$ cat src/common/asf_pkg.sv
// constants, state codes and helpers for the actuator status flag block
// assumes a single system clock; positions come in tenths of a percent
package asf_pkg;

  // clock and timer base
  localparam int CLK_PERIOD_PS = 8000;
  localparam int TICK_TIME_US = 1000;
  localparam int TICK_CYC = TICK_TIME_US * 1000 * 1000 / CLK_PERIOD_PS;
  localparam int TICK_W = 17;
  localparam int TMR_W = 16;

  // position scale: 10'h3e8 is full travel
  localparam int POS_W = 10;
  localparam logic [POS_W-1:0] POS_FULL = 10'h3e8;
  localparam logic [POS_W-1:0] JAM_CLR_DELTA = 10'h014;
  localparam logic [POS_W-1:0] MOVE_DELTA = 10'h001;

  // synchronised contact bits
  localparam int SYNC_W = 11;
  localparam int SI_OILK = 0;
  localparam int SI_CILK = 1;
  localparam int SI_THERMO = 2;
  localparam int SI_REMOTE = 3;
  localparam int SI_LSTOP = 4;
  localparam int SI_LOCAL = 5;
  localparam int SI_AT_OPEN = 6;
  localparam int SI_AT_CLOSE = 7;
  localparam int SI_PH0 = 8;
  localparam int SI_PH2 = 10;
  // idle level of each contact, so a reset release shows no false trip
  localparam logic [SYNC_W-1:0] SYNC_IDLE = 11'h704;

  // interrupter pulse states
  typedef enum logic [2:0] {
    INT_IDLE = 3'h1,
    INT_ON = 3'h2,
    INT_OFF = 3'h4
  } asf_int_e;

  // distance between two positions
  function automatic logic [POS_W-1:0] asf_absdiff(
    input logic [POS_W-1:0] a,
    input logic [POS_W-1:0] b
  );
    asf_absdiff = (a >= b) ? (a - b) : (b - a);
  endfunction : asf_absdiff

endpackage : asf_pkg

$ cat src/common/asf_tmr_if.sv
// control and status of one millisecond countdown timer
// the owner drives tick, start, clear and load; the timer answers
`timescale 1ns/100ps
interface asf_tmr_if;
  import asf_pkg::*;
  logic tick;
  logic start;
  logic clr;
  logic [TMR_W-1:0] load;
  logic busy;
  logic done;
  modport owner (output tick, start, clr, load, input busy, done);
  modport timer (input tick, start, clr, load, output busy, done);
endinterface : asf_tmr_if

$ cat src/hdl/asf_status_flags.sv
// actuator status flags: jam, inhibit, interlocks, thermostat, monitor
// contacts arrive from pins; commands and position are on ref_clk_i
//
// Operation
// - set jammed when at end, commanded to move, no motion before timeout
// - jammed stays set until position moves at least two percent
// - moving inhibited is motion-inhibit timer or interrupter timer active
// - in position control, inhibit timer holds off new motor starts
// - interrupter pulses motion on and off over a stroke band
// - pending network action resumes by itself after inhibit ends
// - open interlock follows contact; gates opening when interlocking on
// - close interlock follows contact; gates closing when interlocking on
// - position control flag true while a positioning command executes
// - thermostat contact open sets thermostat flag and stops motor
// - after thermostat trip, move commands are rejected until reset
// - option lets emergency shutdown override thermostat trip
// - thermostat flag holds until contact resets itself
// - monitor flag set when remote unavailable: local, stop or trip
// - alarm mode: local or local-stop do not set monitor flag
// - loss of any supply phase sets monitor flag
// - not-in-remote true when selector is local or local-stop
`timescale 1ns/100ps
module asf_status_flags
  import asf_pkg::*;
#(
  parameter int TICK_CYCLES = TICK_CYC
) (
  // clock and reset
  input wire logic ref_clk_i,
  input wire logic resetn_i,
  // contacts from pins, asynchronous
  input wire logic oilk_contact_i,
  input wire logic cilk_contact_i,
  input wire logic thermo_ok_i,
  input wire logic sel_remote_i,
  input wire logic sel_lstop_i,
  input wire logic sel_local_i,
  input wire logic at_open_i,
  input wire logic at_close_i,
  input wire logic [2:0] phase_ok_i,
  // commands and position, same clock
  input wire logic net_open_i,
  input wire logic net_close_i,
  input wire logic net_stop_i,
  input wire logic pos_cmd_i,
  input wire logic local_open_i,
  input wire logic local_close_i,
  input wire logic esd_i,
  input wire logic [POS_W-1:0] position_i,
  // set-up
  input wire logic cfg_ilk_en_i,
  input wire logic cfg_esd_ovr_i,
  input wire logic cfg_esd_open_i,
  input wire logic cfg_mon_alarm_i,
  input wire logic cfg_int_en_i,
  input wire logic [POS_W-1:0] cfg_int_lo_i,
  input wire logic [POS_W-1:0] cfg_int_hi_i,
  input wire logic [TMR_W-1:0] cfg_jam_ms_i,
  input wire logic [TMR_W-1:0] cfg_inhibit_ms_i,
  input wire logic [TMR_W-1:0] cfg_int_on_ms_i,
  input wire logic [TMR_W-1:0] cfg_int_off_ms_i,
  // status flags
  output logic jammed_o,
  output logic moving_inh_o,
  output logic open_ilk_o,
  output logic close_ilk_o,
  output logic pos_ctrl_o,
  output logic thermostat_o,
  output logic not_remote_o,
  output logic monitor_o,
  // motor drive
  output logic run_open_o,
  output logic run_close_o
);

  logic [SYNC_W-1:0] s;
  logic [TICK_W-1:0] tick_cnt;
  logic [TICK_W-1:0] next_tick_cnt;
  logic tick;
  logic next_tick;

  asf_tmr_if jam_if ();
  asf_tmr_if mi_if ();
  asf_tmr_if int_if ();

  // every contact passes two flops before use
  asf_sync u_sync (
    .ref_clk_i(ref_clk_i),
    .resetn_i(resetn_i),
    .raw_i({phase_ok_i, at_close_i, at_open_i, sel_local_i, sel_lstop_i,
            sel_remote_i, thermo_ok_i, cilk_contact_i, oilk_contact_i}),
    .sync_o(s)
  );

  asf_timer u_jam_tmr (
    .ref_clk_i(ref_clk_i),
    .resetn_i(resetn_i),
    .t(jam_if.timer)
  );

  asf_timer u_mi_tmr (
    .ref_clk_i(ref_clk_i),
    .resetn_i(resetn_i),
    .t(mi_if.timer)
  );

  asf_timer u_int_tmr (
    .ref_clk_i(ref_clk_i),
    .resetn_i(resetn_i),
    .t(int_if.timer)
  );

  // millisecond tick shared by all timers
  always_comb begin
    next_tick = 1'b0;
    next_tick_cnt = tick_cnt + 1'b1;
    if (tick_cnt == TICK_W'(TICK_CYCLES - 1)) begin
      next_tick_cnt = '0;
      next_tick = 1'b1;
    end
  end

  always_ff @(posedge ref_clk_i or negedge resetn_i) begin
    if (!resetn_i) begin
      tick_cnt <= '0;
      tick <= 1'b0;
    end else begin
      tick_cnt <= next_tick_cnt;
      tick <= next_tick;
    end
  end

  // contact flags
  logic phase_lost;
  logic next_oilk;
  logic next_cilk;
  logic next_thermo;
  logic next_not_remote;
  logic next_phase_lost;
  logic next_monitor;
  logic next_pos_ctrl;

  // flags follow the synchronised contacts; pos_ctrl_o follows pos_cmd_i
  always_comb begin
    next_oilk = s[SI_OILK];
    next_cilk = s[SI_CILK];
    next_thermo = !s[SI_THERMO]; // open contact is a trip
    next_not_remote = s[SI_LOCAL] | s[SI_LSTOP];
    next_phase_lost = !(&s[SI_PH2:SI_PH0]);
    next_monitor = next_thermo | next_phase_lost
                 | (next_not_remote & !cfg_mon_alarm_i);
    next_pos_ctrl = pos_cmd_i;
  end

  always_ff @(posedge ref_clk_i or negedge resetn_i) begin
    if (!resetn_i) begin
      open_ilk_o <= 1'b0;
      close_ilk_o <= 1'b0;
      thermostat_o <= 1'b0;
      not_remote_o <= 1'b0;
      phase_lost <= 1'b0;
      monitor_o <= 1'b0;
      pos_ctrl_o <= 1'b0;
    end else begin
      open_ilk_o <= next_oilk;
      close_ilk_o <= next_cilk;
      thermostat_o <= next_thermo;
      not_remote_o <= next_not_remote;
      phase_lost <= next_phase_lost;
      monitor_o <= next_monitor;
      pos_ctrl_o <= next_pos_ctrl;
    end
  end

  // command handling
  logic pend_open;
  logic pend_close;
  logic next_pend_open;
  logic next_pend_close;
  logic remote_ok;
  logic thermo_block;
  logic want_open;
  logic want_close;

  // network commands only count in remote with no thermal trip
  assign remote_ok = s[SI_REMOTE] & !thermostat_o;
  assign thermo_block = thermostat_o & !(esd_i & cfg_esd_ovr_i);

  // a pending network action survives an inhibit, no resend needed
  always_comb begin
    next_pend_open = pend_open;
    next_pend_close = pend_close;
    if (!remote_ok || net_stop_i) begin
      next_pend_open = 1'b0;
      next_pend_close = 1'b0;
    end else if (net_open_i) begin
      next_pend_open = 1'b1;
      next_pend_close = 1'b0;
    end else if (net_close_i) begin
      next_pend_open = 1'b0;
      next_pend_close = 1'b1;
    end
    if (s[SI_AT_OPEN]) begin
      next_pend_open = 1'b0;
    end
    if (s[SI_AT_CLOSE]) begin
      next_pend_close = 1'b0;
    end
  end

  always_ff @(posedge ref_clk_i or negedge resetn_i) begin
    if (!resetn_i) begin
      pend_open <= 1'b0;
      pend_close <= 1'b0;
    end else begin
      pend_open <= next_pend_open;
      pend_close <= next_pend_close;
    end
  end

  // demand: emergency first, then remote, then local selector
  always_comb begin
    want_open = 1'b0;
    want_close = 1'b0;
    if (esd_i) begin
      want_open = cfg_esd_open_i;
      want_close = !cfg_esd_open_i;
    end else if (s[SI_REMOTE]) begin
      want_open = pend_open;
      want_close = pend_close;
    end else if (s[SI_LOCAL]) begin
      want_open = local_open_i & !local_close_i;
      want_close = local_close_i & !local_open_i;
    end
  end

  // interrupter pulsing
  asf_int_e int_st;
  asf_int_e next_int_st;
  logic in_band;
  logic demand;

  assign in_band = (position_i >= cfg_int_lo_i) &&
                   (position_i <= cfg_int_hi_i);
  assign demand = (want_open | want_close) & !esd_i;

  // on and off phases alternate while the band and demand last
  always_comb begin
    next_int_st = int_st;
    int_if.start = 1'b0;
    int_if.clr = 1'b0;
    int_if.load = cfg_int_on_ms_i;
    unique case (int_st)
      INT_IDLE: begin
        if (cfg_int_en_i && in_band && demand) begin
          next_int_st = INT_ON;
          int_if.start = 1'b1;
        end
      end
      INT_ON: begin
        if (!(cfg_int_en_i && in_band && demand)) begin
          next_int_st = INT_IDLE;
          int_if.clr = 1'b1;
        end else if (int_if.done) begin
          next_int_st = INT_OFF;
          int_if.start = 1'b1;
          int_if.load = cfg_int_off_ms_i;
        end
      end
      INT_OFF: begin
        if (int_if.done) begin
          next_int_st = (cfg_int_en_i && in_band && demand) ? INT_ON
                                                            : INT_IDLE;
          int_if.start = (next_int_st == INT_ON);
        end
      end
      default: begin
        next_int_st = INT_IDLE;
        int_if.clr = 1'b1;
      end
    endcase
  end

  always_ff @(posedge ref_clk_i or negedge resetn_i) begin
    if (!resetn_i) begin
      int_st <= INT_IDLE;
    end else begin
      int_st <= next_int_st;
    end
  end

  // motor drive and motion inhibit
  logic next_run_open;
  logic next_run_close;
  logic hold_off;
  logic next_mov_inh;

  // esd bypasses the hold-off so a trip-out is never delayed
  assign hold_off = (mi_if.busy | (int_st == INT_OFF)) & !esd_i;

  always_comb begin
    next_run_open = want_open & !thermo_block & !s[SI_AT_OPEN]
                  & !(cfg_ilk_en_i & !open_ilk_o & !esd_i)
                  & !hold_off;
    next_run_close = want_close & !thermo_block & !s[SI_AT_CLOSE]
                   & !(cfg_ilk_en_i & !close_ilk_o & !esd_i)
                   & !hold_off;
    next_mov_inh = mi_if.busy | (next_int_st != INT_IDLE);
  end

  always_ff @(posedge ref_clk_i or negedge resetn_i) begin
    if (!resetn_i) begin
      run_open_o <= 1'b0;
      run_close_o <= 1'b0;
      moving_inh_o <= 1'b0;
    end else begin
      run_open_o <= next_run_open;
      run_close_o <= next_run_close;
      moving_inh_o <= next_mov_inh;
    end
  end

  // a stop in position control arms the start hold-off
  always_comb begin
    mi_if.tick = tick;
    mi_if.clr = esd_i;
    mi_if.load = cfg_inhibit_ms_i;
    mi_if.start = (run_open_o | run_close_o) & !next_run_open
                & !next_run_close & pos_ctrl_o & (int_st != INT_OFF);
    int_if.tick = tick;
    jam_if.tick = tick;
  end

  // jam supervision
  logic [POS_W-1:0] jam_ref;
  logic [POS_W-1:0] next_jam_ref;
  logic next_jammed;
  logic moved;
  logic at_end;
  logic net_cmd;

  assign at_end = s[SI_AT_OPEN] | s[SI_AT_CLOSE];
  assign net_cmd = (net_open_i | net_close_i) & remote_ok;
  assign moved = (asf_absdiff(position_i, jam_ref) >= MOVE_DELTA);

  // timer runs from a command at end of travel until motion is seen
  always_comb begin
    jam_if.start = net_cmd & at_end & !jam_if.busy;
    jam_if.clr = jam_if.busy & moved;
    jam_if.load = cfg_jam_ms_i;
    next_jam_ref = jam_ref;
    if (jam_if.start) begin
      next_jam_ref = position_i;
    end
    // set beats clear; release needs two percent of travel
    next_jammed = jam_if.done | (jammed_o &
                  (asf_absdiff(position_i, jam_ref) < JAM_CLR_DELTA));
  end

  always_ff @(posedge ref_clk_i or negedge resetn_i) begin
    if (!resetn_i) begin
      jam_ref <= '0;
      jammed_o <= 1'b0;
    end else begin
      jam_ref <= next_jam_ref;
      jammed_o <= next_jammed;
    end
  end
endmodule : asf_status_flags

$ cat src/hdl/asf_sync.sv
// two-flop synchroniser for a bundle of contact inputs
// inputs may change at any time relative to ref_clk_i
`timescale 1ns/100ps
module asf_sync
  import asf_pkg::*;
(
  // clock and reset
  input wire logic ref_clk_i,
  input wire logic resetn_i,
  // raw and synchronised bits
  input wire logic [SYNC_W-1:0] raw_i,
  output logic [SYNC_W-1:0] sync_o
);

  logic [SYNC_W-1:0] meta;
  logic [SYNC_W-1:0] stable;

  // the first stage feeds only the second stage; both reset to the idle
  // level so the thermostat and phase flags do not pulse after reset
  for (genvar g = 0; g < SYNC_W; g++) begin : g_bit
    always_ff @(posedge ref_clk_i or negedge resetn_i) begin
      if (!resetn_i) begin
        meta[g] <= SYNC_IDLE[g];
        stable[g] <= SYNC_IDLE[g];
      end else begin
        meta[g] <= raw_i[g];
        stable[g] <= meta[g];
      end
    end
  end

  assign sync_o = stable;

endmodule : asf_sync

$ cat src/hdl/asf_timer.sv
// millisecond countdown timer; start loads, clear aborts
// tick is a one-cycle pulse once per millisecond from the owner
`timescale 1ns/100ps
module asf_timer
  import asf_pkg::*;
(
  // clock and reset
  input wire logic ref_clk_i,
  input wire logic resetn_i,
  // control from the owner
  asf_tmr_if.timer t
);

  logic [TMR_W-1:0] count;
  logic [TMR_W-1:0] next_count;
  logic done;
  logic next_done;

  // clear beats start, start beats counting
  always_comb begin
    next_count = count;
    next_done = 1'b0;
    if (t.clr) begin
      next_count = '0;
    end else if (t.start) begin
      next_count = t.load;
    end else if (t.tick && (count != '0)) begin
      next_count = count - 1'b1;
      next_done = (count == {{(TMR_W-1){1'b0}}, 1'b1});
    end
  end

  always_ff @(posedge ref_clk_i or negedge resetn_i) begin
    if (!resetn_i) begin
      count <= '0;
      done <= 1'b0;
    end else begin
      count <= next_count;
      done <= next_done;
    end
  end

  assign t.busy = (count != '0);
  assign t.done = done;

endmodule : asf_timer

$ cat config.mk
export PLATFORM = sky130hd
export DESIGN_NAME = asf_status_flags
export DESIGN_NICKNAME = d
export VERILOG_FILES = /design/src/common/asf_pkg.sv /design/src/common/asf_tmr_if.sv /design/src/hdl/asf_status_flags.sv /design/src/hdl/asf_sync.sv /design/src/hdl/asf_timer.sv
export SDC_FILE = /design/constraint.sdc
export NUM_CORES = 1
export LEC_CHECK = 0
export BUFFER_PORTS_ARGS = -buffer_cell sky130_fd_sc_hd__buf_2
export CAP_MARGIN = 20
export CORE_UTILIZATION = 61
export DETAILED_ROUTE_END_ITERATION = 8
export GPL_ROUTABILITY_DRIVEN = 0
export GPL_TIMING_DRIVEN = 0
export PLACE_DENSITY = 0.88
export SLEW_MARGIN = 20
export SYNTH_ARGS = -nofsm -noshare
export SYNTH_HDL_FRONTEND = slang
export SYNTH_SLANG_ARGS = --single-unit
$ cat constraint.sdc
create_clock -name ref_clk_i -period 5.6 [get_ports ref_clk_i]
set_input_delay 0.28 -clock ref_clk_i [delete_from_list [all_inputs] [get_ports ref_clk_i]]
set_output_delay 0.28 -clock ref_clk_i [all_outputs]
set_load 0.01 [all_outputs]
After elaboration in Yosys (flattened, before gate mapping)
Cells that the tools add are included.
Widths: inputs -> output; s select.
- logic and storage cells: 188
- output and inout port bits: 10
- bits in registers: 115
- bits of input ports: 119
- bitwise logic cells: 39
- mux-type cells: 48
- $add $sub $neg: 6
- magnitude comparators: 5
- equal/unequal tests: 9
- reductions and logical operators: 38
- operator list (kind ; count):
    $mux 16 ; 12
    $reduce_bool 16->1 ; 3
    $sub 16x1->16 const B ; 3
    $eq 16x1->1 const B ; 2
    $and 1x1->1 ; 29
    $mux 1 ; 26
    $logic_not 1->1 ; 21
    $ge 10x10->1 ; 2
    $sub 10x10->10 ; 2
    $add 17x1->17 const B ; 1
    $eq 17x17->1 const B ; 1
    $mux 17 ; 1
    $mux 3 ; 4
    $ge 10x1->1 const B ; 1
    $le 10x10->1 ; 1
    $lt 10x5->1 const B ; 1
    $mux 10 ; 1
    $or 1x1->1 ; 10
    $pmux 3 s3 ; 1
    $reduce_bool 3->1 ; 3
    $reduce_bool 4->1 ; 2
    $logic_and 1x1->1 ; 6
    $eq 3x1->1 const B ; 1
    $eq 3x2->1 const B ; 1
    10 further kinds ; 10

Depth between registers and ports, before layout
Gate-level depths: netlist of run 1.
- word-level depth: 16
- gate-level depth with buffers: 13
- mapped depth without buffers: 12

By module
Synthesis of run 1 repeated with hierarchy kept, for this count alone.
- cells, all modules: 801
- area, all modules: 7617.3 um2
- by module, submodules not included (module ; seq. area each (um2) ; cells an instance ; times used ; area each (um2)):
    asf_timer ; 425.4 ; 128 ; 3 ; 1198.6
    asf_status_flags ; 1077.3 ; 395 ; 1 ; 3460.8
    asf_sync ; 560.5 ; 22 ; 1 ; 560.5

Least setup slack after synthesis of run 1
Ideal clock, no wire load.
- kind: input-to-reg
- from: in position_i[0]
- to: reg u_jam_tmr.done, in the netlist u_jam_tmr.t.done
- cell stages on the path: 13
- setup time: 0.081 ns
- arrival: 2.706 ns
- buffers on the path: 1
- slack: 2.813 ns
- data required time: 5.519 ns
- path through: inv_1 > ha_1 > inv_1 > fa_1 > nand3_1 > a21oi_1 > o211ai_1 > nand3_2 > or3_1 > o41ai_2 > nand4b_2 > buf_4 > nor3_2
- word-level cells in the longest chain between the ends: 5
- elaborated cells between the ends (all ways): 7
- those cells by class: 2 x add/sub; 2 x order compare; 2 x mux; 1 x bitwise
- ends and longest elaborated chain (element ; line ; source):
    start, declared ; asf_status_flags.sv:49 ; input wire logic [POS_W-1:0] position_i,
    $sub 10x10->10 or $ge 10x10->1 (tied branches) ; asf_pkg.sv:45 ; asf_absdiff = (a >= b) ? (a - b) : (b - a);
    $mux 10 (*) ; asf_pkg.sv:45 ;
    $ge 10x1->1 (*) ; asf_status_flags.sv:344 ; assign moved = (asf_absdiff(position_i, jam_ref) >= MOVE_DELTA);
    $and 1x1->1 (*) ; asf_status_flags.sv:349 ; jam_if.clr = jam_if.busy & moved;
    $mux 1 (*) ; asf_timer.sv:23 ; if (t.clr) begin
    via u_jam_tmr.next_done ; asf_timer.sv:17 ; logic next_done;
    end signal, assigned ; asf_timer.sv:39 ; done <= next_done;
    end, declared ; asf_timer.sv:16 ; logic done;
The timed path passes the listed nets; every way through them passes the cells marked *.
A chain may end at the register's enable or synchronous reset.

Worst setup path after layout of run 1
- from: reg jam_ref[0]
- to: reg u_jam_tmr.count[12]
- word-level cells in the longest chain between the ends: 5
- elaborated cells between the ends (all ways): 8
- those cells by class: 2 x add/sub; 2 x order compare; 2 x mux; 1 x bitwise; 1 x reduce/logical
- ends and longest elaborated chain (element ; line ; source):
    start, declared ; asf_status_flags.sv:335 ; logic [POS_W-1:0] jam_ref;
    start signal, assigned ; asf_status_flags.sv:365 ; jam_ref <= next_jam_ref;
    $sub 10x10->10 or $ge 10x10->1 (tied branches) ; asf_pkg.sv:45 ;
    $mux 10 (*) ; asf_pkg.sv:45 ;
    $ge 10x1->1 (*) ; asf_status_flags.sv:344 ;
    $and 1x1->1 (*) ; asf_status_flags.sv:349 ;
    $reduce_bool 3->1 (no line) or $mux 16 (tied branches) ; n/a ;
    end signal, assigned ; asf_timer.sv:38 ; count <= next_count;
    end, declared ; asf_timer.sv:14 ; logic [TMR_W-1:0] count;
Mark *: on every way between the ends. The rest lies on a longest branch, timed or not.

==> impl_metrics.toml, run 1 <==
[logic_synthesis]
synth_ff_type = "dfrtp_1"
synth_top_area_cell = "dfrtp_1"
yosys_warnings = 0
synthCells = 775
async_flop_share_pct = 100
synthesis.nets = 942
seq_area_frac_synth_pct = 40.0
syn-mean-instance-area_um2 = 9.32
ys_types = 78
synth-edff-count = 0
synth_top_area_share_pct = 36.7
synthesis.area_um2 = 7220
ys_seq_elements = 115
synth_area_leaders = "dfrtp_1 (37%), ha_1 (8.0%), xnor2_1 (4.0%)"

[finish]
nets = 1104
layout-drive-gt1-share_pct = 22.5
num-fill-cells = 786
antennaDiodeCount = 0
finish.instance_area_um2 = 8820
syn2layout_area_growth_pct = 22.2
fin_util_pct = 76.9

[floorplan]
rows = 39
die_area_um2 = 12300
io_pins = 129
die_y_um = 111
coreArea_um2 = 11500
fp.dieW_um = 111
start_util_pct = 63.0

[worst_setup_path]
worst-setup-path-type = "reg -> reg"
cp_slowest_cell = "or3_1"
crit_path_start_kind = "flop"
crit_required_ps = 5920
arrival_ps = 3470
crit_path_max_fanout = 10
cp-end-kind = "flop"
critical_path.cell_chain = "ha_1, inv_1, fa_1, nand3_1, a21oi_1, o211ai_1, nand3_2, or3_1, o41ai_2, nand4b_2, buf_4, o22ai_1"
crit_path_max_incr_delay_ps = 430

[global_routing]
overflow = 0
antenna_found_initial = 0
grt_pass1_vias = 6544
grt_pass1_wl_um = 30500
grt_max_degree = 78
grt.total_usage_pct = 30.8

[power]
power_density_nw_per_um2 = 396
leakagePower_nw = 4.16
irDropWorstVdd_mv = 0.306

[timing]
max_slew_margin_pct = 37.1
setup_viol = 0
worst_slack_ps = 2440
slew_viol_final = 0
hold_ws_ps = 59.9
finalCriticalPeriod_ps = 3160
fin_setup_tns_ps = 0
rsz0062_at_grt = "no"
hold_viol = 0
max_freq_ghz = 0.317
finalClockSkew_ps = 10.5
fin_crit_sh_pct = 56.4
tightest_slew_ps = 931

[place]
place_ws_ps = 2290
portBuffers = 128
dpl-instance-area_um2 = 8090
dp_hpwl_um = 12800

[drt]
drtIter0Drc = 518
drc = 0
routed-via-count = 6514
firstDrtPassIters = 7
ant_nets = 0
wl_per_cell_um = 16.5
vias_per_cell = 5.96
routed_wl_um = 18000

[clock_network]
cts_resized = 0
insertion_delay_ps = 410
ctsLongestPathBuffers = 2
htreeDepth = 4
clock-root-buffer = "clkbuf_16"
cts_tree = "built"
clkTransAtPathRegs_ps = 60
cts.sinks = 115
numCtsBuffers = 17
postCtsSetupBuffers = 0

[run_status]
outcome = "finished clean"

[min_path]
hp-class = "in -> reg"

[job]
cap_violations = 0
repair_timing:
action                     in CTS  in global routing
setup endpoints to repair       0                  0
hold endpoints to repair       42                  0
hold buffers                   13                  0
metal layers:
layer | track usage, % | routed length [µm] | part of all wire, %
met5 | 0 | 0 | 0
met3 | 6.23 | 1250 | 6.9
met4 | 13.2 | 429 | 2.4
met2 | 51.0 | 8710 | 48
met1 | 39.1 | 7620 | 42
critical path, delay by kind of cell (launching register included):
family / cells / cell delay (ps)
compound gates: 4 / 800
simple gates: 4 / 1040
buf+inv: 2 / 320
fa+ha+maj: 2 / 560
flops: 1 / 350
synthesized netlist by cell type, types with 3 or more instances:
cell / n
o22ai_1: 15
o21ai_0: 30
mux2i_1: 17
nand3_1: 24
and2_1: 4
a21o_1: 10
a211oi_1: 27
nand2b_1: 13
or4_1: 5
xor2_1: 21
nor3b_1: 5
inv_1: 58
or3_1: 17
o221ai_1: 3
or4_4: 3
a22oi_1: 5
o211ai_1: 4
nand3b_1: 6
nor2_1: 66
nor4_1: 12
nor2b_1: 11
dfstp_2: 9
and3_1: 5
buf_2: 14
ha_1: 46
nand4_1: 7
a21oi_1: 39
clkbuf_1: 12
o22a_1: 6
a31oi_1: 7
nor3_1: 27
xnor2_1: 33
nand2_1: 47
dfrtp_1: 106
buf_6: 3
state kept, by name, indices dropped and copies added, names as in the netlist, 3 cells and up:
| name | flops |
|---|---|
| int_st | 3 |
| u_sync.meta | 11 |
| u_sync.sync_o | 11 |
| tick_cnt | 17 |
| jam_ref | 10 |
| u_jam_tmr.count | 16 |
| u_int_tmr.count | 16 |
| u_mi_tmr.count | 16 |
cell families (layout without fill, tap and decap cells):
family                   after synthesis  after routing  synth area share, %
XOR/XNOR                              54             54                 6.55
flip-flops                           115            115                 40.0
buffers and inverters                 90            265                 5.34
AND/OR/NAND/NOR                      274            274                 20.6
adder cells (fa/ha/maj)               48             48                 8.52
AO/OA/AOI/OAI                        176            176                 16.5
multiplexers                          18             18                 2.51
cells in the final DEF (no fill, tap or decap), types with 5 or more instances in the layout:
master | Yosys | final
nor3_1 | 27 | 27
nand2b_1 | 13 | 13
dfrtp_1 | 106 | 106
a21oi_1 | 39 | 39
or4_1 | 5 | 5
mux2i_1 | 17 | 17
inv_1 | 58 | 58
dlygate4sd3_1 | 0 | 13
clkbuf_16 | 0 | 17
o22ai_1 | 15 | 15
ha_1 | 46 | 46
nor4_1 | 12 | 11
or3_1 | 17 | 17
nand3b_1 | 6 | 6
nor3b_1 | 5 | 5
and3_1 | 5 | 5
nor2b_1 | 11 | 11
a31oi_1 | 7 | 7
xor2_1 | 21 | 21
o22a_1 | 6 | 6
xnor2_1 | 33 | 33
a211oi_1 | 27 | 27
nand3_1 | 24 | 24
a22oi_1 | 5 | 5
nor2_1 | 66 | 66
nand4_1 | 7 | 7
o21ai_0 | 30 | 30
buf_2 | 14 | 142
dfstp_2 | 9 | 9
clkbuf_1 | 12 | 12
a21o_1 | 10 | 10
nand2_1 | 47 | 47
layout make-up:
type | count | area (µm²) | share of cell area [%]
buffer | 32 | 168 | 1.90
clock buffer | 17 | 425 | 4.82
inverter | 58 | 218 | 2.47
tap | 143 | 179 | 2.03
multi-input combinational | 570 | 3950 | 44.8
sequential | 115 | 2890 | 32.7
timing repair buffer | 143 | 810 | 9.18
clock inverter | 15 | 180 | 2.04
through the flow:
step / cells / power (mW)
4_1_cts: 1093 / 3.48
3_5_place_dp: 1048 / 2.35
5_1_grt: 1093 / 3.70
6_report: 1093 / 3.49
2_1_floorplan: 775 / 2.02
3_3_place_gp: 1046 / 2.30
where the power goes:
group / switching (mW) / internal [mW] / total, mW
combinational: 0.787 / 0.547 / 1.33
sequential: 0.104 / 0.953 / 1.06
clock: 0.401 / 0.702 / 1.10
total: 1.29 / 2.20 / 3.49
worst paths after layout:
path	startpoint	endpoint	slack [ps]	depth (start not counted)
max in group asynchronous	resetn_i	int_st[0]$_DFF_PN1_	4550	3
worst min register to register	u_sync.meta[1]$_DFF_PN0_	u_sync.sync_o[1]$_DFF_PN0_	350	0
worst max-delay path	jam_ref[0]$_DFFE_PN0P_	u_jam_tmr.count[12]$_DFFE_PN0P_	2440	12
worst min-delay path	cfg_mon_alarm_i	monitor_o$_DFF_PN0_	60	2
min in group asynchronous	resetn_i	jam_ref[1]$_DFFE_PN0P_	330	2
worst max register to register	jam_ref[0]$_DFFE_PN0P_	u_jam_tmr.count[12]$_DFFE_PN0P_	2440	12
Power figures use the tool's default switching activity.
==> run 2: changes to the inputs <==
--- a/config.mk
+++ b/config.mk
@@ -7,11 +7,11 @@
 export LEC_CHECK = 0
 export BUFFER_PORTS_ARGS = -buffer_cell sky130_fd_sc_hd__buf_2
 export CAP_MARGIN = 20
-export CORE_UTILIZATION = 61
+export CORE_UTILIZATION = 51
 export DETAILED_ROUTE_END_ITERATION = 8
 export GPL_ROUTABILITY_DRIVEN = 0
 export GPL_TIMING_DRIVEN = 0
-export PLACE_DENSITY = 0.88
+export PLACE_DENSITY = 0.79
 export SLEW_MARGIN = 20
 export SYNTH_ARGS = -nofsm -noshare
 export SYNTH_HDL_FRONTEND = slang
==> constraint.sdc (replaced) <==
create_clock -name ref_clk_i -period 2.8 [get_ports ref_clk_i]
set_input_delay 0.14 -clock ref_clk_i [delete_from_list [all_inputs] [get_ports ref_clk_i]]
set_output_delay 0.14 -clock ref_clk_i [all_outputs]
set_load 0.01 [all_outputs]
==> run 2 against run 1 <==
Against the previous run:
- the flow now finishes with violations (negative setup slack)
- critical path depth unchanged
- sequential share of layout area down 2.5 points
- global-route usage down 4.1 points
- cell count up 7.7%
- sequential cell count unchanged
- clock skew down 3.4 ps
- cell area up 8.3%
- worst setup slack worse by 2500 ps
- combinational power up 110%
- critical path type unchanged
- largest cell class unchanged
- highest routed layer is now met5
==> impl_metrics.toml, run 2 (synthesis gave the netlist of run 1 again) <==
[power]
cell_internal_pwr_mw = 4.55
p_clk_share_pct = 31.5
pwr-share-seq_pct = 29.0
switching_share_pct = 36.8
power_switching_mw = 2.65
power_density_nw_per_um2 = 753
irDropWorstVdd_mv = 0.574
leakagePower_nw = 4.44
p_comb_share_pct = 39.5

[worst_setup_path]
arrival_ps = 3190
crit_required_ps = 3140
crit_path_max_fanout = 5
cp-end-kind = "flop"
crit_path_start_kind = "flop"
worst-setup-path-type = "reg -> reg"

[global_routing]
grt_max_degree = 64
antenna_found_initial = 2
grt_pass1_vias = 6556
overflow = 0
grt_pass1_wl_um = 30300
grt.total_usage_pct = 26.6

[job]
cap_violations = 0

[clock_network]
cts_tree = "built"
clkTransAtPathRegs_ps = 60
htreeDepth = 4
cts.sinks = 115
insertion_delay_ps = 420
numCtsBuffers = 17
ctsLongestPathBuffers = 2
clock-root-buffer = "clkbuf_16"

[timing]
fin_crit_sh_pct = 102
hold_viol = 0
finalClockSkew_ps = 7.14
worst_slack_ps = -52.0
rsz0062_at_grt = "yes"
fin_setup_tns_ps = -454
max_freq_ghz = 0.351
finalCriticalPeriod_ps = 2850
setup_viol = 14
slew_viol_final = 0
max_slew_margin_pct = 49.7
tightest_slew_ps = 735

[drt]
firstDrtPassIters = 5
drc = 0
routed_wl_um = 19000
routed-via-count = 6759
vias_per_cell = 5.74
ant_nets = 0
wl_per_cell_um = 16.2
drtIter0Drc = 558

[finish]
layout-drive-gt1-share_pct = 28.4
layout_commonest_cell = "buf_2"
largest_register = "tick_cnt"
fin_util_pct = 69.1
nets = 1150
largest_reg_flops = 17
syn2layout_area_growth_pct = 32.3
final_cell_mix = "buf_2 (138), dfrtp_1 (104), nor2_1 (66)"

[floorplan]
die_area_um2 = 14600
start_util_pct = 52.2
die_y_um = 121
rows = 43
coreArea_um2 = 13800
io_pins = 129
fp.dieW_um = 121

[run_status]
violations = "negative setup slack"
outcome = "complete, but fails checks"

[min_path]
hp-class = "in -> reg"

[place]
portBuffers = 128
dp_hpwl_um = 12800
## run 2: changes by cell type in the layout (fill, tap and decap cells not counted), sizes merged
cell         before  now
diode             0    1
inv              61   62
buf             150  172
clkinvlp          3    1
dlygate4sd3      13   33
clkbuf           29   34
## run 2: per-layer routing
layer  global-route usage (%)  routed length, µm  vias to the layer above
li1                         -                  -                     3206
met1                     33.1               7960                     3229
met2                     43.3               9300                      267
met3                     6.58               1210                       55
met4                     12.7                552                        2
met5                        0                  9                        -
## run 2: final timing paths
path                                             from                         endpoint  slack, ps  cells after the start
min reg2reg                u_sync.sync_o[0]$_DFF_PN0_             open_ilk_o$_DFF_PN0_        350                      0
min in group asynchronous                    resetn_i  u_jam_tmr.count[10]$_DFFE_PN0P_        240                      2
min                                   cfg_jam_ms_i[7]   u_jam_tmr.count[7]$_DFFE_PN0P_          6                      3
max                            jam_ref[0]$_DFFE_PN0P_   u_jam_tmr.count[6]$_DFFE_PN0P_        -50                     12
max in group asynchronous                    resetn_i        u_sync.meta[10]$_DFF_PN1_       1840                      3
max reg2reg                    jam_ref[0]$_DFFE_PN0P_   u_jam_tmr.count[6]$_DFFE_PN0P_        -50                     12
## run 2: cell type report
type | count | area (µm²)
clock inverter | 14 | 178
fill | 1007 | 4270
antenna | 1 | 2.50
buffer | 32 | 193
timing repair buffer | 189 | 1230
inverter | 58 | 218
tap | 180 | 225
multi-input combinational | 570 | 4180
clock buffer | 18 | 439
sequential | 115 | 2890
## run 2: critical path: stages, from the launching register on
cell	delay, ps
dfrtp_1	350
ha_2	190
inv_2	40
fa_2	350
nand3_2	90
a21oi_2	70
o211ai_1	200
nand3_2	110
or3_4	410
o41ai_4	430
nand4b_4	190
buf_6	180
o22ai_1	160
## run 2: through the flow
| step | worst slack [ps] | cell area (µm²) | hold slack [ps] | power (mW) | std cells |
|---|---|---|---|---|---|
| after global placement | -344 | 8090 | 247 | 4.62 | 1083 |
| after global routing | -172 | 9560 | 14.5 | 8.26 | 1177 |
| after detailed placement | -403 | 8130 | 135 | 4.70 | 1085 |
| after floorplan | 54.8 | 7220 | -156 | 4.04 | 775 |
| final | -52.0 | 9560 | 6.13 | 7.20 | 1177 |
| after CTS | -7.89 | 9230 | 2.35 | 7.18 | 1160 |
## run 2: timing repair
action / CTS / global route
hold buffers: 33 / 0
pin swaps: 11 / 22
hold endpoints to repair: 83 / 0
setup buffers: 9 / 15
gates resized for setup: 16 / 49
cloned: 1 / 1
setup endpoints to repair: 25 / 54
## run 2: power groups by stage
stage | Sequential, mW | Combinational (mW) | Clock, mW
2_1_floorplan | 2.08 | 1.96 | 0
3_3_place_gp | 2.11 | 2.51 | 0
3_5_place_dp | 2.12 | 2.57 | 0
4_1_cts | 2.10 | 2.78 | 2.29
5_1_grt | 2.20 | 3.69 | 2.38
6_report | 2.09 | 2.84 | 2.27
==> run 3: changes to the inputs <==
--- a/config.mk
+++ b/config.mk
@@ -7,11 +7,11 @@
 export LEC_CHECK = 0
 export BUFFER_PORTS_ARGS = -buffer_cell sky130_fd_sc_hd__buf_2
 export CAP_MARGIN = 20
-export CORE_UTILIZATION = 51
+export CORE_UTILIZATION = 57
 export DETAILED_ROUTE_END_ITERATION = 8
 export GPL_ROUTABILITY_DRIVEN = 0
 export GPL_TIMING_DRIVEN = 0
-export PLACE_DENSITY = 0.79
+export PLACE_DENSITY = 0.83
 export SLEW_MARGIN = 20
 export SYNTH_ARGS = -nofsm -noshare
 export SYNTH_HDL_FRONTEND = slang
==> constraint.sdc (replaced) <==
create_clock -name ref_clk_i -period 3.2 [get_ports ref_clk_i]
set_input_delay 0.16 -clock ref_clk_i [delete_from_list [all_inputs] [get_ports ref_clk_i]]
set_output_delay 0.16 -clock ref_clk_i [all_outputs]
set_load 0.01 [all_outputs]
==> run 3 against run 2 <==
Against the previous run:
- the run now ends clean
- total power shrank 15%
- first-iteration DRC count decreased by 24%
- clock skew rose by 0.51 ps
- clock power down 15%
- routed wire length decreased by 6.1%
- global-route usage rose by 2.7 points
- clock-buffer cell count rose by 2
- worst setup slack better by 280 ps
- combinational power shrank 17%
- sequential cell count stayed put
- critical endpoint is now u_jam_tmr.count[3]$_DFFE_PN0P_
- largest power group unchanged
- highest routed layer is now met4
==> impl_metrics.toml, run 3 (synthesis gave the netlist of run 1 again) <==
[drt]
routed-via-count = 6523
wl_per_cell_um = 15.8
routed_wl_um = 17900
wl_met2_um = 8490
drtIter0Drc = 422
ant_nets = 0
dr_wl_met3_um = 1110
dr.max_layer_used = "met4"
firstDrtPassIters = 5
met1Wirelength_um = 7890
drc = 0
vias_per_cell = 5.77

[finish]
instances_no_fill = 1130
layout-drive-gt1-share_pct = 22.3
layout_commonest_cell = "buf_2"
final_cell_mix = "buf_2 (142), dfrtp_1 (106), nor2_1 (66)"
largest_register = "tick_cnt"
nets = 1116
antennaDiodeCount = 0
largest_reg_flops = 17
syn2layout_area_growth_pct = 24.6

[floorplan]
io_pins = 129
die_area_um2 = 13100
coreArea_um2 = 12200
die_y_um = 115
start_util_pct = 59.4
rows = 40
fp.dieW_um = 115

[clock_network]
cts_tree = "built"
ctsLongestPathBuffers = 2
clock-root-buffer = "clkbuf_16"
numCtsBuffers = 17
htreeDepth = 4
insertion_delay_ps = 410
cts.sinks = 115
clkTransAtPathRegs_ps = 60

[timing]
slew_viol_final = 0
worst_slack_ps = 223
fin_crit_sh_pct = 93.0
max_slew_margin_pct = 33.4
rsz0062_at_grt = "no"
fin_setup_tns_ps = 0
setup_viol = 0
max_freq_ghz = 0.336
tightest_slew_ps = 986
finalCriticalPeriod_ps = 2980
finalClockSkew_ps = 7.65
hold_viol = 0
hold_ws_ps = 24.0

[min_path]
hp-class = "in -> reg"
min-delay-start = "cfg_inhibit_ms_i[8]"
hold_path_depth = 3
min_to = "u_mi_tmr.count[8]$_DFFE_PN0P_"

[place]
dp_hpwl_um = 12600
portBuffers = 128
dp_cells = 1073
place_ws_ps = 1.88

[power]
power_density_nw_per_um2 = 683
leakagePower_nw = 4.23
irDropWorstVdd_mv = 0.445

[global_routing]
grt_max_degree = 79
overflow = 0
antenna_found_initial = 0
grt.total_usage_pct = 29.3
grt_pass1_vias = 6319
grt_pass1_wl_um = 29800

[job]
cap_violations = 0

[worst_setup_path]
crit_family = "simple AND/OR/NAND/NOR gates"
r2r_slack_ps = 220
crit_path_max_fanout = 10
r2r-start = "jam_ref[0]$_DFFE_PN0P_"
crit_path_start_kind = "flop"
cp_slowest_cell = "or3_1"
arrival_ps = 3300
cp-end-kind = "flop"
critical_path.cell_chain = "ha_1, inv_1, fa_1, nand3_1, a21oi_1, o211ai_1, nand3_2, or3_1, o41ai_4, nand4b_4, buf_4, o22ai_1"
reg2reg_to = "u_jam_tmr.count[3]$_DFFE_PN0P_"
worst-setup-path-type = "reg -> reg"
reg2reg_depth = 12
crit_path_max_incr_delay_ps = 430
crit_required_ps = 3520
crit_buf_inv = 2

[run_status]
outcome = "finished clean"
[run 3: cell count changes in the layout (fill, tap and decap cells not counted), sizes merged]
cell         before  now
buf             172  151
dlygate4sd3      33   24
clkbuf           34   32
clkinv            6    4
clkinvlp          1    3
inv              62   60
diode             1    0
[run 3: routing by layer]
metal  GRT usage [%]  vias up
li1                -     3135
met1            37.8     3116
met2            48.2      236
met3            6.46       36
met4            11.3        0
met5               0        -
[run 3: worst max-delay path by stage]
stage	endpoint	slack (ps)	depth (start not counted)	startpoint
after global routing	u_jam_tmr.t.done$_DFF_PN0_	10	12	jam_ref[0]$_DFFE_PN0P_
after CTS	u_jam_tmr.count[3]$_DFFE_PN0P_	20	11	jam_ref[1]$_DFFE_PN0P_
final	u_jam_tmr.count[3]$_DFFE_PN0P_	220	12	jam_ref[0]$_DFFE_PN0P_
after floorplan	u_jam_tmr.t.done$_DFF_PN0_	450	12	jam_ref[0]$_DFFE_PN0P_
after detailed placement	u_jam_tmr.count[3]$_DFFE_PN0P_	2	14	position_i[0]
after global placement	u_jam_tmr.t.done$_DFF_PN0_	20	14	position_i[0]
[run 3: what timing repair did]
| item | CTS | global route |
|---|---|---|
| setup buffers | 0 | 1 |
| hold buffers | 24 | 0 |
| endpoints found under the hold margin | 60 | 0 |
| resized for setup | 0 | 3 |
| endpoints found under the setup margin | 0 | 11 |
[run 3: area by class of cell]
class / instances / area (µm²)
buffer: 32 / 168
clock buffer: 20 / 457
clock inverter: 12 / 154
fill: 897 / 3160
inverter: 58 / 218
multi-input combinational: 570 / 3980
sequential: 115 / 2890
tap: 168 / 210
timing repair buffer: 155 / 927
[run 3: metrics by stage]
step / instance area [µm²] / power [mW] / util, %
floorplan: 7220 / 3.54 / -
global placement: 8070 / 4.04 / 66.4
detailed placement: 8120 / 4.09 / 66.7
CTS: 8970 / 6.10 / 73.7
global route: 9000 / 6.55 / 74.0
finish: 9000 / 6.15 / 74.0
[run 3: worst reg2reg max path: cells and delay by family, from the launching register on]
family	cells	cell delay (ps)
flops	1	340
compound gates	4	830
simple gates	4	900
buf+inv	2	280
fa+ha+maj	2	540
[run 3: report_power, final]
part	total [mW]	switching (mW)	leakage, nW	internal (mW)
clock network	1.94	0.678	0.293	1.27
registers	1.85	0.178	1.44	1.67
logic	2.36	1.38	2.49	0.984
total	6.15	2.23	4.23	3.92
